## config.mk

```make
export PLATFORM = sky130hd
export DESIGN_NAME = bri_top
export DESIGN_NICKNAME = d
export VERILOG_FILES = /design/src/logic/bri_top.v
export VERILOG_INCLUDE_DIRS = /design/src /design/src/shared
export SDC_FILE = /design/constraint.sdc
export NUM_CORES = 1
export LEC_CHECK = 0
export BUFFER_PORTS_ARGS = -buffer_cell sky130_fd_sc_hd__buf_2
export CAP_MARGIN = 20
export CORE_AREA = 2 2 129 131
export CTS_BUF_LIST = sky130_fd_sc_hd__clkbuf_4 sky130_fd_sc_hd__clkbuf_8 sky130_fd_sc_hd__clkbuf_16
export CTS_CLUSTER_DIAMETER = 50
export CTS_CLUSTER_SIZE = 16
export DETAILED_ROUTE_END_ITERATION = 16
export DIE_AREA = 0 0 131 133
export PLACE_DENSITY = 0.88
export SYNTH_ARGS = -nofsm -noshare
export SYNTH_HDL_FRONTEND = slang
export SYNTH_SLANG_ARGS = --single-unit
```

## constraint.sdc

```tcl
create_clock -name core_clk -period 82.6 [get_ports core_clk]
set_clock_uncertainty 0.1 [all_clocks]
set_input_delay 24.78 -clock core_clk [delete_from_list [all_inputs] [get_ports core_clk]]
set_output_delay 24.78 -clock core_clk [all_outputs]
set_load 0.01 [all_outputs]
```

## src/shared/bri_consts.vh

```
// Constants for the board interrupt routing block
`ifndef BRI_CONSTS_VH
`define BRI_CONSTS_VH

// ****************************************
// Line numbers
// ****************************************
`define BRI_NUM_LINES    16
`define BRI_CASCADE_LINE 2
`define BRI_SEC_FIRST    8
`define BRI_SPUR_LINE    4'h7
// Idle level of the synchronised pins: active-low lines high, the others low
`define BRI_SYNC_IDLE    20'h08fff

// ****************************************
// Levels, vectors and default map
// ****************************************
`define BRI_LEVEL_LOWEST 4'hf
`define BRI_VEC_BASE     8'h20
// Per-line level, line 15 in the top nibble, line 0 in the bottom
`define BRI_DEF_LEVELS   64'ha9876543fedcb021
// Identity mapping of source slots onto lines
`define BRI_DEF_LINE_SEL 64'hfedcba9876543210

// ****************************************
// Source slots of the default map
// ****************************************
`define BRI_SRC_TIMER    0
`define BRI_SRC_USER1    1
`define BRI_SRC_SER2     3
`define BRI_SRC_SER1     4
`define BRI_SRC_INTD     5
`define BRI_SRC_USER6    6
`define BRI_SRC_USER7    7
`define BRI_SRC_CIO      8
`define BRI_SRC_INTA     10
`define BRI_SRC_INTB     11
`define BRI_SRC_USER12   12
`define BRI_SRC_INTC     14

`endif

```

## src/logic/bri_top.v

```verilog
// Board interrupt routing: source collection, cascaded controller and NMI path
`timescale 1ns/10ps
`include "bri_consts.vh"

// Overview of operation
// - Four PCI interrupt lines are separate sources
// - On-board ISA devices are distinct sources
// - VMEbus interface requests arrive on PCI INTB
// - Power-fail and system-fail may raise PCI request
// - Two cascaded controllers, thirteen external, three internal
// - Each line has its own enable
// - Vector supplied on acknowledge except NMI
// - Channel check drives machine check input
// - NMI outranks all, delivered without vector
// - Level zero highest, fifteen lowest
// - Source mapping and priority set by software
// - Mezzanine lines rotated differently per slot
module bri_top (
  // Clock and reset
  input  wire        core_clk,
  input  wire        rst_n,
  // PCI interrupt lines, active low
  input  wire [3:0]  board_pci_int_n,
  input  wire [3:0]  slot1_pci_int_n,
  input  wire [3:0]  slot2_pci_int_n,
  // ISA and board devices, active high except cio_irq_n, which is active low
  input  wire        timer_irq,
  input  wire        serial1_irq,
  input  wire        serial2_irq,
  input  wire        cio_irq_n,
  input  wire [3:0]  user_irq,
  // VMEbus bridge side
  input  wire        vme_irq,
  input  wire        vme_power_fail_n,
  input  wire        vme_sys_fail_n,
  input  wire        power_fail_route_en,
  input  wire        sys_fail_route_en,
  // Channel check request, active low
  input  wire        iochk_n,
  // Configuration
  input  wire [15:0] src_enable,
  input  wire [63:0] line_sel,
  input  wire [63:0] line_level,
  // Processor side
  input  wire        int_ack,
  input  wire        eoi,
  output wire        int_req,
  output reg  [7:0]  vector_out,
  output reg         vector_valid,
  output reg         machine_check_in_n
);

  // ****************************************
  // Pin synchronisers
  // ****************************************
  localparam NSYNC = 20;

  wire [NSYNC-1:0] raw_in;
  reg  [NSYNC-1:0] sync_a;
  reg  [NSYNC-1:0] sync_b;

  assign raw_in = {user_irq, cio_irq_n, serial2_irq, serial1_irq, timer_irq,
                   slot2_pci_int_n, slot1_pci_int_n, board_pci_int_n};

  always @(posedge core_clk or negedge rst_n)
  begin
    if (!rst_n)
    begin
      // Idle levels, so no false request shows in the cycles after reset
      sync_a <= `BRI_SYNC_IDLE;
      sync_b <= `BRI_SYNC_IDLE;
    end
    else
    begin
      sync_a <= raw_in;
      sync_b <= sync_a;
    end
  end

  wire [3:0] brd_n   = sync_b[3:0];
  wire [3:0] s1_n    = sync_b[7:4];
  wire [3:0] s2_n    = sync_b[11:8];
  wire       tmr     = sync_b[12];
  wire       ser1    = sync_b[13];
  wire       ser2    = sync_b[14];
  wire       cio     = ~sync_b[15];
  wire [3:0] usr     = sync_b[19:16];
  // VME and check pins take one stage more, matching the bridge hop
  reg        vme_s;
  reg        pf_s_n;
  reg        sf_s_n;
  reg        chk_s_n;
  reg        vme_irq_a;
  reg        vme_irq_q;
  reg        pf_a;
  reg        pf_q;
  reg        sf_a;
  reg        sf_q;
  reg        chk_a;
  reg        chk_q;

  always @(posedge core_clk or negedge rst_n)
  begin
    if (!rst_n)
    begin
      vme_s   <= 1'b0;
      pf_s_n  <= 1'b1;
      sf_s_n  <= 1'b1;
      chk_s_n <= 1'b1;
    end
    else
    begin
      vme_s   <= vme_irq_q;
      pf_s_n  <= pf_q;
      sf_s_n  <= sf_q;
      chk_s_n <= chk_q;
    end
  end

  // First two stages of the VME and check pins

  always @(posedge core_clk or negedge rst_n)
  begin
    if (!rst_n)
    begin
      vme_irq_a <= 1'b0;
      vme_irq_q <= 1'b0;
      pf_a      <= 1'b1;
      pf_q      <= 1'b1;
      sf_a      <= 1'b1;
      sf_q      <= 1'b1;
      chk_a     <= 1'b1;
      chk_q     <= 1'b1;
    end
    else
    begin
      vme_irq_a <= vme_irq;
      vme_irq_q <= vme_irq_a;
      pf_a      <= vme_power_fail_n;
      pf_q      <= pf_a;
      sf_a      <= vme_sys_fail_n;
      sf_q      <= sf_a;
      chk_a     <= iochk_n;
      chk_q     <= chk_a;
    end
  end

  // ****************************************
  // PCI line merge
  // ****************************************
  // Bridge input order is INTA..INTD in bits 0..3; lines are wired-OR low
  wire [3:0] pci_n;
  wire       vme_pull_n;

  assign vme_pull_n = ~vme_s & ~(power_fail_route_en & ~pf_s_n)
                      & ~(sys_fail_route_en & ~sf_s_n);
  assign pci_n[0] = brd_n[0] & s1_n[2] & s2_n[1];
  assign pci_n[1] = brd_n[1] & s1_n[3] & s2_n[2] & vme_pull_n;
  assign pci_n[2] = brd_n[2] & s1_n[0] & s2_n[3];
  assign pci_n[3] = brd_n[3] & s1_n[1] & s2_n[0];

  // ****************************************
  // Source slots and line mapping
  // ****************************************
  reg [15:0] src;

  always @*
  begin
    src = 16'h0000;
    src[`BRI_SRC_TIMER]  = tmr;
    src[`BRI_SRC_USER1]  = usr[0];
    src[`BRI_SRC_SER2]   = ser2;
    src[`BRI_SRC_SER1]   = ser1;
    src[`BRI_SRC_INTD]   = ~pci_n[3];
    src[`BRI_SRC_USER6]  = usr[1];
    src[`BRI_SRC_USER7]  = usr[2];
    src[`BRI_SRC_CIO]    = cio;
    src[`BRI_SRC_INTA]   = ~pci_n[0];
    src[`BRI_SRC_INTB]   = ~pci_n[1];
    src[`BRI_SRC_USER12] = usr[3];
    src[`BRI_SRC_INTC]   = ~pci_n[2];
  end

  reg  [15:0] isr;
  wire [15:0] line_raw;
  wire [15:0] line_req;
  wire        sec_req;

  genvar gi;
  generate
    for (gi = 0; gi < `BRI_NUM_LINES; gi = gi + 1)
    begin : g_line
      // Any source slot may be steered onto any line
      assign line_raw[gi] = src[line_sel[4*gi +: 4]] & src_enable[gi];
    end
  endgenerate

  // Secondary lines reach the processor only through the cascade input
  assign sec_req  = |(line_raw[15:8] & ~isr[15:8]);
  assign line_req = {line_raw[15:8], line_raw[7:3], sec_req, line_raw[1:0]};

  // ****************************************
  // Arbitration
  // ****************************************
  // Returns {found, level, line} of the lowest level number in mask
  function [8:0] pick;
    input [15:0] mask;
    input [63:0] lv;
    integer      k;
    reg   [3:0]  bl;
    reg   [3:0]  bn;
    reg          f;
    begin
      bl = `BRI_LEVEL_LOWEST;
      bn = 4'h0;
      f  = 1'b0;
      for (k = 0; k < `BRI_NUM_LINES; k = k + 1)
      begin
        if (mask[k] && (!f || lv[4*k +: 4] < bl))
        begin
          f  = 1'b1;
          bl = lv[4*k +: 4];
          bn = k[3:0];
        end
      end
      pick = {f, bl, bn};
    end
  endfunction

  wire [15:0] req_flat;
  wire [8:0]  win;
  wire [8:0]  cur;
  wire        can_int;

  // Cascade line itself is never a target; its secondary lines compete directly
  assign req_flat = {line_raw[15:8], line_raw[7:3], 1'b0, line_raw[1:0]}
                    & {{8{line_req[`BRI_CASCADE_LINE]}}, 8'hff} & ~isr;
  assign win      = pick(req_flat, line_level);
  assign cur      = pick(isr, line_level);
  assign can_int  = win[8] && (!cur[8] || win[7:4] < cur[7:4]);
  // NMI outranks every vectored request, until its output is released as well
  assign int_req  = can_int & chk_s_n & machine_check_in_n;

  // ****************************************
  // Acknowledge and end of interrupt
  // ****************************************
  always @(posedge core_clk or negedge rst_n)
  begin
    if (!rst_n)
    begin
      isr                <= 16'h0000;
      vector_out         <= 8'h00;
      vector_valid       <= 1'b0;
      machine_check_in_n <= 1'b1;
    end
    else
    begin
      machine_check_in_n <= chk_s_n;
      vector_valid       <= int_ack;
      if (int_ack)
      begin
        if (can_int)
          vector_out <= `BRI_VEC_BASE + {4'h0, win[3:0]};
        else
          vector_out <= `BRI_VEC_BASE + {4'h0, `BRI_SPUR_LINE};
      end
      // Acknowledge set wins over an end-of-interrupt in the same cycle
      isr <= (isr & ~((eoi && cur[8]) ? (16'h0001 << cur[3:0]) : 16'h0000))
             | ((int_ack && can_int) ? (16'h0001 << win[3:0]) : 16'h0000);
    end
  end

endmodule

```

# Word level (Yosys, flattened, before mapping)
# Index checks and enable logic that the tools add are counted.
[classes] n_addsub=1 n_lt_le_gt_ge=46 shift=2 mux=127 n_bitwise=48 reduce_logical=96
[op_table] operator="4-bit two-way mux" count=60
[op_table] operator="4-bit less-than comparator" count=31
[op_table] operator="4-bit by 5-bit less-than comparator with 1-bit output (second input constant)" count=15
[op_table] operator="1-bit binary-select mux with 4-bit select" count=15
[op_table] operator="1-bit two-way mux" count=49
[op_table] operator="16-bit AND" count=3
[op_table] operator="1-bit logical AND" count=33
[op_table] operator="16-bit two-way mux" count=2
[op_table] operator="16-bit NOT" count=2
[op_table] operator="1-bit by 4-bit left shift with 16-bit output (first input constant)" count=2
[op_table] operator="1-bit zero test" count=31
[op_table] operator="1-bit logical OR" count=31
[op_table] operator="1-bit AND" count=30
[op_table] operator="16-bit OR" count=1
[op_table] operator="1-bit NOT" count=10
[op_table] operator="8-bit AND" count=1
[op_table] operator="8-bit two-way mux" count=1
[op_table] operator="8-bit NOT" count=1
[op_table] operator="8-bit OR reduction" count=1
[op_table] operator="6-bit by 4-bit adder with 7-bit output (first input constant)" count=1
[word_totals] register_bits=78 inputBits=174

# Depth between registers and ports, before layout
# Gate-level depths: netlist of the first run.
[depth] word_depth=81 mapped_depth=135 mapped_depth_nobuf=129

# Least setup slack after synthesis of the first run
# OpenSTA, ideal clock, no wires.
[synth_timing] path_type="input to output" start="input line_sel[1]" end="output int_req" arrival_time_ns=46.752 required_ns=57.720 path_slack_ns=10.968 stages=121 path_cell_list="mux2_1 > a211o_1 > o311ai_2 > or2_1 > buf_6 > nor2_1 > ha_1 > o2111ai_1 > a311oi_2 > nor2_1 > a21oi_1 > inv_1 > ha_1 > nand3_1 > mux2i_2 > a21boi_2 > nor2_1 > o21ai_0 > [... 85 more ...] > mux2_2 > inv_1 > ha_1 > a21o_1 > a21boi_0 > and2_1 > a211oi_2 > clkbuf_1 > o21ai_0 > ha_1 > a21o_1 > a2111oi_0 > a21o_1 > o21ai_0 > ha_1 > o2111ai_1 > nor3_1 > a2111oi_0"
[synth_between] elab_chain_len=71 word_cells_on_any_way=102
[synth_lines] element="start: declaration" line_no="bri_top.v:42" source="input wire [63:0] line_sel,"
[synth_lines] element="1-bit binary-select mux with 4-bit select *" line_no="bri_top.v:194" source="assign line_raw[gi] = src[line_sel[4*gi +: 4]] & src_enable[gi];"
[synth_lines] element="1-bit two-way mux (implied by the code) *" line_no="bri_top.v:194"
[synth_lines] element="1-bit AND *" line_no="bri_top.v:194"
[synth_lines] element="16-bit AND * (2 in series)" line_no="bri_top.v:236" source="assign req_flat = {line_raw[15:8], line_raw[7:3], 1'b0, line_raw[1:0]}"
[synth_lines] element="4-bit two-way mux or 1-bit two-way mux (tied branches)" line_no="bri_top.v:219" source="if (mask[k] && (!f || lv[4*k +: 4] < bl))"
[synth_lines] element="4-bit less-than comparator or 1-bit zero test (tied branches)" line_no="bri_top.v:219"
[synth_lines] element="1-bit logical OR" line_no="bri_top.v:219"
[synth_lines] element="1-bit logical AND" line_no="bri_top.v:219"
[synth_lines] element="[... 53 more ...]"
[synth_lines] element="4-bit less-than comparator or 1-bit zero test (tied branches)" line_no="bri_top.v:219"
[synth_lines] element="1-bit logical OR" line_no="bri_top.v:219"
[synth_lines] element="1-bit logical AND" line_no="bri_top.v:219"
[synth_lines] element="4-bit two-way mux" line_no="bri_top.v:219"
[synth_lines] element="4-bit less-than comparator" line_no="bri_top.v:240" source="assign can_int = win[8] && (!cur[8] || win[7:4] < cur[7:4]);"
[synth_lines] element="1-bit logical OR" line_no="bri_top.v:240"
[synth_lines] element="1-bit logical AND *" line_no="bri_top.v:240"
[synth_lines] element="1-bit AND * (2 in series)" line_no="bri_top.v:242" source="assign int_req = can_int & chk_s_n & machine_check_in_n;"
[synth_lines] element="end: declaration" line_no="bri_top.v:47" source="output wire int_req,"
# Every way passes the cells marked *; elsewhere a longest branch is shown, timed or not. The select of a mux whose other input is x is not followed.

# Worst setup path in the final report of the first run
# Same ends and word-level chain as after synthesis.

==> impl_metrics.py, run 1 <==
metrics = {
    "synth": {
        "seq_area_frac_synth": 0.1929,
        "avgSynthCellArea_sq_um": 8.161,
        "yosys_warnings": 0,
        "synth_top_area_frac": 0.09794,
        "yosysTopAreaCell": "dfrtp_1",
        "ys_async_sr_fraction": 1.000,
        "syn_inst": 1221,
        "synth_flop_cell": "dfrtp_1",
        "synth_area_sq_mm": 0.009965,
        "ys_ff_latch": 75,
        "synth_cell_types": 115,
        "synth_edf_count": 0,
        "ys_top_cells_by_area": "dfrtp_1 (9.8%), dfstp_2 (9.5%), ha_1 (8.3%)",
    },
    "global_route": {
        "grt_pass1_vias": 10010,
        "track_usage": 0.3459,
        "grt_first_pass_wirelength_um": 48750,
        "grt_max_degree": 76,
        "overflow": 0,
        "antenna_found_initial": 8,
    },
    "cts": {
        "hold_buffers": 0,
        "cts.sinks": 75,
        "cts_tree": "yes",
        "clk_latency_ns": 0.34,
        "cts_max_level": 3,
        "clk_pin_slew_worst_paths_ns": 0.07,
        "post_cts_buffers": 0,
        "clk_path_buf_depth": 2,
        "cts_root_buf": "clkbuf_16",
        "ctsResizeCount": 0,
        "cts_buffers": 9,
    },
    "timing": {
        "setup_tns_ns": 0,
        "holdWs_ns": 0.2465,
        "max_freq_mhz": 13.22,
        "maxSlewViolCount": 0,
        "hold_violations": 0,
        "min_period_over_period": 0.9160,
        "layout_setup_ws_ns": 6.939,
        "setup_viol": 0,
        "relSlewSlack": 0.3800,
        "tightest_slew_ns": 0.9222,
        "rsz0062_at_grt": "no",
        "fin_crit_ns": 75.66,
    },
    "floorplan": {
        "die_area_sq_mm": 0.01742,
        "die_w_um": 131,
        "die_h_um": 133,
        "rows": 47,
        "io_pins": 185,
        "design.core.area_sq_mm": 0.01617,
        "start_util": 0.6162,
    },
    "layout": {
        "nets": 1609,
        "syn_to_final_growth_pct": 12.82,
        "final_area_sq_mm": 0.01124,
        "drive_above_1_share": 0.2394,
    },
    "run": {
        "cap_viol_max_count": 0,
    },
    "route": {
        "wl_um": 30260,
        "firstDrtPassIters": 6,
        "drc": 0,
        "wl_per_cell_um": 18.89,
        "ant_nets": 0,
        "drtIter0Drc": 1060,
        "viasPerCell": 6.687,
        "vias": 10710,
    },
    "placed_design": {
        "gp_congestion": 0.9659,
        "place_area_sq_mm": 0.01092,
        "io_buffer_count": 176,
        "dpl_worst_slack_ns": 7.482,
        "dpl.hpwl_um": 23590,
    },
    "power": {
        "power_frac_clock": 0.073,
        "switching_share": 0.5396,
        "netSwitchingPower_w": 0.0002868,
        "p_int_w": 0.0002447,
        "vdd_drop_max_mv": 0.04830,
        "pwr-share-comb": 0.830,
        "power_frac_seq": 0.097,
        "power_w": 0.0005315,
        "powerDensity_mw_per_mm2": 47.28,
        "p_leak_nw": 5.034,
    },
    "setup_path": {
        "cp.arrival_ns": 50.78,
        "crit_path_start_kind": "input pin",
        "cp-endpoint": "int_req",
        "path_common_cell": "ha_1",
        "cp.required_ns": 57.72,
        "path_class": "input pin to output port",
        "r2r_cells": 119,
        "crit_start": "line_sel[1]",
        "r2r-start": "sync_b[14]",
        "ff2ff_setup_slack_ns": 55.17,
        "slowest_delay_ns": 0.74,
        "slowest_stage": "a211oi_2",
        "path_max_fanout": 15,
        "worstSetupEndpointType": "output port",
        "r2r-end": "isr[5]",
    },
    "run_status": {
        "status": "complete, no violations",
    },
    "min_path": {
        "hold_class": "flop to flop",
        "holdPathStages": 0,
        "min_from": "sync_a[17]",
    },
}
area by class of cell:
type,instances,area (sq um)
multi-input combinational,1026,7536
fill,1290,4930
sequential,75,1922
timing repair buffer,177,888.4
inverter,80,300.3
tap,220,275.3
clock buffer,9,225.2
clock inverter,7,75.07
antenna,8,20.02
worst min path at each step:
stage                       to  slack, ns
detailed placement  sync_b[18]       0.23
floorplan           sync_b[12]       0.23
CTS                 sync_b[17]       0.25
global placement         vme_s       0.23
global route         sync_b[4]       0.25
finish              sync_b[17]       0.25
state kept, by name, summed over array words and instances, names as in the netlist:
register / count
vector_out: 5
machine_check_in_n: 1
sync_a: 20
chk_a: 1
vme_s: 1
sf_a: 1
vector_valid: 1
vme_irq_q: 1
sf_q: 1
sf_s_n: 1
vme_irq_a: 1
chk_s_n: 1
pf_s_n: 1
pf_a: 1
pf_q: 1
chk_q: 1
isr: 16
sync_b: 20
per-layer routing:
layer | GRT usage | part of all wire | vias to the layer above | routed length (um)
li1 | - | - | 5001 | -
met1 | 0.4614 | 0.41 | 5029 | 12360
met3 | 0.05216 | 0.083 | 117 | 2512
met5 | 0 | 0 | - | 0
met4 | 0.1637 | 0.045 | 0 | 1354
met2 | 0.5489 | 0.46 | 566 | 14030
placed cells by master, fill, tap and decap left out, types with 9 or more instances in the layout:
cell	synthesis	final
mux4_2	27	27
dfstp_2	36	36
o21ai_0	93	93
nand3_1	51	51
o22ai_1	11	11
mux2i_1	30	30
nand4_1	9	9
buf_2	3	176
a21oi_1	67	67
and3_1	12	12
nor3b_1	11	11
inv_1	80	80
o21a_1	30	30
or3_1	14	14
dfrtp_1	39	39
nor2_1	116	116
a21o_1	32	32
nand2b_1	22	22
a211oi_1	20	20
and2_1	18	18
nor2b_1	11	11
a31oi_1	14	14
mux2_2	23	23
ha_1	66	66
nor3_1	17	17
clkbuf_16	0	9
nand2_1	102	102
o31ai_1	15	15
power by group through the flow:
stage | combinational (W) | sequential, W | clock (W)
final | 0.000441 | 0.0000515 | 0.0000388
after global routing | 0.000490 | 0.0000521 | 0.0000408
after CTS | 0.000431 | 0.0000511 | 0.0000392
after detailed placement | 0.000428 | 0.0000516 | 0
after global placement | 0.000413 | 0.0000514 | 0
after floorplan | 0.000342 | 0.0000479 | 0
per-stage QoR:
stage / instances / utilization
global placement: 1578 / 0.6754
global route: 1601 / 0.6950
CTS: 1594 / 0.6939
detailed placement: 1578 / 0.6754
floorplan: 1223 / -
finish: 1602 / 0.6952
Yosys cell counts, types with 15 or more instances:
library cell / count
a21oi_1: 67
nor3_1: 17
a21o_1: 32
nand2_1: 102
dfrtp_1: 39
nand2b_1: 22
nor2_1: 116
ha_1: 66
nand3_1: 51
and2_1: 18
mux2i_1: 30
a211oi_1: 20
o31ai_1: 15
inv_1: 80
clkbuf_1: 30
dfstp_2: 36
o21a_1: 30
mux4_2: 27
mux2_2: 23
o21ai_0: 93
cell families (layout without fill, tap and decap cells):
| logic type | count (synthesis) | in the layout | synth area share |
|---|---|---|---|
| simple gates | 424 | 424 | 0.2115 |
| fa+ha+maj | 72 | 72 | 0.08903 |
| flops | 75 | 75 | 0.1929 |
| other cells | 1 | 11 | 0.0003763 |
| compound gates | 435 | 435 | 0.3240 |
| buf+inv | 122 | 273 | 0.05161 |
| xor+xnor | 5 | 5 | 0.004395 |
| mux | 87 | 87 | 0.1263 |
worst max-delay path, delay by kind of cell:
kind | cells | cell delay, ns
buffers and inverters | 13 | 1.22
adders and majority gates | 15 | 4.30
and+or+nand+nor | 35 | 6.03
muxes | 7 | 2.04
AOI/OAI and AO/OA | 47 | 12.41
(Power assumes the default switching activity.)
==> run 2, diff against run 1 <==
--- a/config.mk
+++ b/config.mk
@@ -6,7 +6,7 @@
 export SDC_FILE = /design/constraint.sdc
 export NUM_CORES = 1
 export LEC_CHECK = 0
-export BUFFER_PORTS_ARGS = -buffer_cell sky130_fd_sc_hd__buf_2
+export BUFFER_PORTS_ARGS = -buffer_cell sky130_fd_sc_hd__clkbuf_2
 export CAP_MARGIN = 20
 export CORE_AREA = 2 2 129 131
 export CTS_BUF_LIST = sky130_fd_sc_hd__clkbuf_4 sky130_fd_sc_hd__clkbuf_8 sky130_fd_sc_hd__clkbuf_16
==> run 2 against run 1 <==
Effect of this change: cell area about the same; largest power group unchanged; register-to-register slack worse by 0.29 ns; sequential power about the same; hold slack better by 0.0034 ns; sequential cell count unchanged; wire length down 1.0%; non-clock buffer count unchanged; core utilization about the same; critical path depth unchanged.
==> impl_metrics.py, run 2 (synthesized netlist as in run 1, its figures left out) <==
metrics = {
    "run_status": {
        "status": "complete, no violations",
    },
    "setup_path": {
        "slowest_delay_ns": 0.73,
        "ff2ff_setup_slack_ns": 54.88,
        "cp.required_ns": 57.72,
        "r2r-end": "isr[9]",
        "path_class": "input pin to output port",
        "crit_path_start_kind": "input pin",
        "r2r-start": "sync_b[14]",
        "worstSetupEndpointType": "output port",
        "cp.arrival_ns": 51.16,
        "r2r_cells": 119,
        "path_common_cell": "ha_1",
        "slowest_stage": "a211oi_2",
        "path_max_fanout": 15,
    },
    "placed_design": {
        "io_buffer_count": 176,
        "place_inst": 1578,
        "dpl.hpwl_um": 23620,
        "gp_congestion": 0.9489,
    },
    "layout": {
        "layout_common_cells": "clkbuf_2 (175), nor2_1 (116), nand2_1 (102)",
        "fin_cells": 1596,
        "fillers": 1280,
        "reg_top3": "sync_a x20, sync_b x20, isr x16",
        "syn_to_final_growth_pct": 12.84,
        "final_common_cell": "clkbuf_2",
        "nets": 1609,
        "drive_above_1_share": 0.2394,
    },
    "route": {
        "ant_nets": 0,
        "wl_per_cell_um": 18.77,
        "firstDrtPassIters": 5,
        "wl_met3_um": 2770,
        "drtIter0Drc": 982,
        "route.met2.wl_um": 14140,
        "drc": 0,
        "wl_um": 29950,
        "m1WireLength_um": 11790,
        "top_layer": "met4",
        "vias": 10580,
        "viasPerCell": 6.632,
    },
    "power": {
        "vdd_drop_max_mv": 0.04522,
        "power_w": 0.0005296,
        "p_leak_nw": 5.084,
        "powerDensity_mw_per_mm2": 47.10,
    },
    "cts": {
        "hold_buffers": 0,
        "clk_pin_slew_worst_paths_ns": 0.06,
        "cts_max_level": 3,
        "ctsResizeCount": 0,
        "clk_latency_ns": 0.34,
        "cts_root_buf": "clkbuf_16",
        "cts_buffers": 9,
        "clk_path_buf_depth": 2,
        "post_cts_buffers": 0,
        "cts.sinks": 75,
        "cts_tree": "yes",
    },
    "min_path": {
        "whs_endpoint": "sync_b[19]",
        "hold_class": "flop to flop",
        "min_from": "sync_a[19]",
        "holdPathStages": 0,
    },
    "floorplan": {
        "die_area_sq_mm": 0.01742,
        "design.core.area_sq_mm": 0.01617,
        "die_w_um": 131,
        "rows": 47,
        "io_pins": 185,
        "die_h_um": 133,
        "start_util": 0.6162,
    },
    "global_route": {
        "antenna_found_initial": 2,
        "grt_max_degree": 76,
        "track_usage": 0.3416,
        "grt_first_pass_wirelength_um": 47940,
        "overflow": 0,
        "grt_pass1_vias": 9997,
    },
    "run": {
        "cap_viol_max_count": 0,
    },
    "timing": {
        "setup_tns_ns": 0,
        "fin_crit_ns": 76.04,
        "maxSlewViolCount": 0,
        "min_period_over_period": 0.9206,
        "rsz0062_at_grt": "no",
        "relSlewSlack": 0.4063,
        "setup_viol": 0,
        "hold_violations": 0,
        "max_freq_mhz": 13.15,
        "tightest_slew_ns": 0.8905,
    },
}
[run 2: cell count changes in the layout (fill, tap and decap cells not counted), sizes merged]
cell / delta
buf: -175
clkbuf: +175
diode: -6
bufinv: +1
clkinv: +1
clkinvlp: -1
inv: -1
[run 2: power breakdown]
| group | switching (W) | internal, W | leakage [nW] | total [W] |
|---|---|---|---|---|
| registers | 0.00000782 | 0.0000436 | 0.844 | 0.0000514 |
| clock network | 0.0000167 | 0.0000242 | 0.156 | 0.0000409 |
| logic | 0.000258 | 0.000179 | 4.08 | 0.000437 |
[run 2: final cells by class]
class	count	area (sq um)	share of cell area
flip-flops and latches	75	1922	0.1709
multi-input cells	1026	7536	0.6702
well taps	220	275.3	0.02448
clock inverters	7	92.59	0.008234
clock buffers	9	225.2	0.02003
inverters	80	300.3	0.02671
repair buffers	177	888.4	0.07900
diodes	2	5.005	0.0004451
[run 2: per-layer routing]
metal,vias to the layer above,global-route usage
met4,0,0.1407
met3,106,0.05378
li1,4977,-
met2,627,0.5636
met5,-,0
met1,4874,0.4439
[run 2: how the worst max path moves through the flow]
stage                     depth (start not counted)        start      end
after floorplan                                 121  line_sel[1]  int_req
after global placement                          117  line_sel[1]  int_req
after detailed placement                        117  line_sel[1]  int_req
after CTS                                       117  line_sel[1]  int_req
after global routing                            116  line_sel[1]  int_req
final                                           117  line_sel[1]  int_req
[run 2: per-stage QoR]
stage	utilization	setup WS, ns	hold WS [ns]	cell area, sq um
2_1_floorplan	-	10.97	0.2312	9972
3_3_place_gp	0.6754	8.000	0.2333	10920
3_5_place_dp	0.6754	7.400	0.2365	10920
4_1_cts	0.6950	7.110	0.2490	11240
5_1_grt	0.6953	4.763	0.2536	11240
6_report	0.6953	6.556	0.2499	11240
[run 2: worst max-delay path, delay by kind of cell]
kind	cells	cell delay (ns)
adders and majority gates	15	4.33
buffers and inverters	13	1.27
muxes	7	2.03
AOI/OAI and AO/OA	47	12.69
and+or+nand+nor	35	6.03
==> run 3, diff against run 2 <==
--- a/config.mk
+++ b/config.mk
@@ -8,13 +8,13 @@
 export LEC_CHECK = 0
 export BUFFER_PORTS_ARGS = -buffer_cell sky130_fd_sc_hd__clkbuf_2
 export CAP_MARGIN = 20
-export CORE_AREA = 2 2 129 131
+export CORE_AREA = 2 2 135 137
 export CTS_BUF_LIST = sky130_fd_sc_hd__clkbuf_4 sky130_fd_sc_hd__clkbuf_8 sky130_fd_sc_hd__clkbuf_16
 export CTS_CLUSTER_DIAMETER = 50
 export CTS_CLUSTER_SIZE = 16
 export DETAILED_ROUTE_END_ITERATION = 16
-export DIE_AREA = 0 0 131 133
-export PLACE_DENSITY = 0.88
+export DIE_AREA = 0 0 137 139
+export PLACE_DENSITY = 0.81
 export SYNTH_ARGS = -nofsm -noshare
 export SYNTH_HDL_FRONTEND = slang
 export SYNTH_SLANG_ARGS = --single-unit
==> constraint.sdc (replaced) <==
create_clock -name core_clk -period 81.9 [get_ports core_clk]
set_clock_uncertainty 0.1 [all_clocks]
set_input_delay 24.57 -clock core_clk [delete_from_list [all_inputs] [get_ports core_clk]]
set_output_delay 24.57 -clock core_clk [all_outputs]
set_load 0.01 [all_outputs]
==> run 3 against run 2 <==
Effect of this change: sequential cell count is the same; critical path depth fell by 1; sequential share of layout area barely moved; critical path type unchanged; largest cell class unchanged; highest routed layer unchanged.
==> impl_metrics.py, run 3 (synthesized netlist as in run 1, its figures left out) <==
metrics = {
    "run_status": {
        "status": "complete, no violations",
    },
    "setup_path": {
        "slowest_delay_ns": 0.71,
        "path_common_cell": "ha_1",
        "cp.required_ns": 57.23,
        "path_max_fanout": 15,
        "path_class": "input pin to output port",
        "crit_start": "line_sel[1]",
        "crit_path_start_kind": "input pin",
        "r2r_cells": 118,
        "cp.arrival_ns": 50.80,
        "worstSetupEndpointType": "output port",
        "r2r-start": "sync_b[14]",
        "slowest_stage": "a211oi_2",
    },
    "floorplan": {
        "design.core.area_sq_mm": 0.01766,
        "die_w_um": 137,
        "rows": 49,
        "die_h_um": 139,
        "die_area_sq_mm": 0.01904,
        "io_pins": 185,
        "start_util": 0.5643,
    },
    "power": {
        "power_w": 0.0005366,
        "vdd_drop_max_mv": 0.04724,
        "powerDensity_mw_per_mm2": 47.72,
        "p_leak_nw": 5.073,
    },
    "cts": {
        "clk_pin_slew_worst_paths_ns": 0.06,
        "hold_buffers": 0,
        "clk_latency_ns": 0.34,
        "cts.sinks": 75,
        "cts_buffers": 9,
        "clk_path_buf_depth": 2,
        "cts_max_level": 3,
        "post_cts_buffers": 0,
        "cts_tree": "yes",
        "ctsResizeCount": 0,
        "cts_root_buf": "clkbuf_16",
    },
    "layout": {
        "reg_top3": "sync_a x20, sync_b x20, isr x16",
        "layout_common_cells": "clkbuf_2 (175), nor2_1 (116), nand2_1 (102)",
        "final_common_cell": "clkbuf_2",
        "nets": 1609,
        "drive_above_1_share": 0.2394,
        "final_area_sq_mm": 0.01125,
        "syn_to_final_growth_pct": 12.86,
    },
    "route": {
        "wl_met3_um": 2560,
        "m1WireLength_um": 12230,
        "route.met2.wl_um": 13930,
        "ant_nets": 0,
        "firstDrtPassIters": 6,
        "viasPerCell": 6.598,
        "vias": 10590,
        "drc": 0,
        "wl_um": 30060,
        "wl_per_cell_um": 18.73,
        "drtIter0Drc": 886,
        "top_layer": "met4",
    },
    "timing": {
        "maxSlewViolCount": 0,
        "setup_viol": 0,
        "setup_tns_ns": 0,
        "fin_crit_ns": 75.47,
        "max_freq_mhz": 13.25,
        "hold_violations": 0,
        "relSlewSlack": 0.3940,
        "tightest_slew_ns": 0.9013,
        "rsz0062_at_grt": "no",
        "min_period_over_period": 0.9215,
    },
    "run": {
        "cap_viol_max_count": 0,
    },
    "global_route": {
        "track_usage": 0.3145,
        "antenna_found_initial": 1,
        "grt_max_degree": 76,
        "overflow": 0,
        "grt_first_pass_wirelength_um": 48620,
        "grt_pass1_vias": 10110,
    },
    "placed_design": {
        "io_buffer_count": 176,
        "gp_congestion": 0.9508,
        "place_area_sq_mm": 0.01093,
        "dpl.hpwl_um": 23700,
    },
    "min_path": {
        "min_from": "sync_a[13]",
        "hold_class": "flop to flop",
        "holdPathStages": 0,
    },
}
==> run 3: cell count changes in the layout (fill, tap and decap cells not counted), sizes merged <==
| cell | change |
|---|---|
| clkinv | -1 |
| clkinvlp | +2 |
| inv | -1 |
==> run 3: final cells by class <==
class	count	area (sq um)
well taps	229	286.5
clock buffers	9	225.2
diodes	2	5.005
fillers	1534	6411
multi-input cells	1026	7536
inverters	80	300.3
repair buffers	177	888.4
flip-flops and latches	75	1922
clock inverters	7	82.58
==> run 3: final timing paths <==
path,endpoint,slack [ns]
max,int_req,6.43
min,sync_b[13],0.25
max reg2reg,isr[7],54.32
min reg2reg,sync_b[13],0.25
max in group asynchronous,isr[15],56.78
min in group asynchronous,sync_a[18],24.34
==> run 3: per-stage QoR <==
stage | utilization | setup WS, ns | cells | hold slack [ns]
after global routing | 0.6368 | 4.267 | 1604 | 0.2483
after global placement | 0.6192 | 7.387 | 1587 | 0.2322
after detailed placement | 0.6192 | 6.917 | 1587 | 0.2347
final | 0.6369 | 6.427 | 1605 | 0.2499
after CTS | 0.6366 | 6.836 | 1603 | 0.2475
after floorplan | - | 10.69 | 1223 | 0.2312
==> run 3: metal layers <==
metal	vias to the layer above	global-route usage
li1	4994	-
met1	4942	0.4160
met2	543	0.5056
met3	110	0.05336
met4	0	0.1324
met5	-	0
==> run 3: where the power goes <==
group	internal, W	leakage [nW]	switching, W
Combinational	0.000181	4.08	0.000263
Clock	0.0000240	0.145	0.0000166
Sequential	0.0000440	0.844	0.00000784
==> run 3: critical path: cells and delay by family <==
family,cells,cell delay (ns)
mux,6,1.75
buf+inv,13,1.22
compound gates,47,12.70
fa+ha+maj,15,4.35
simple gates,35,6.16
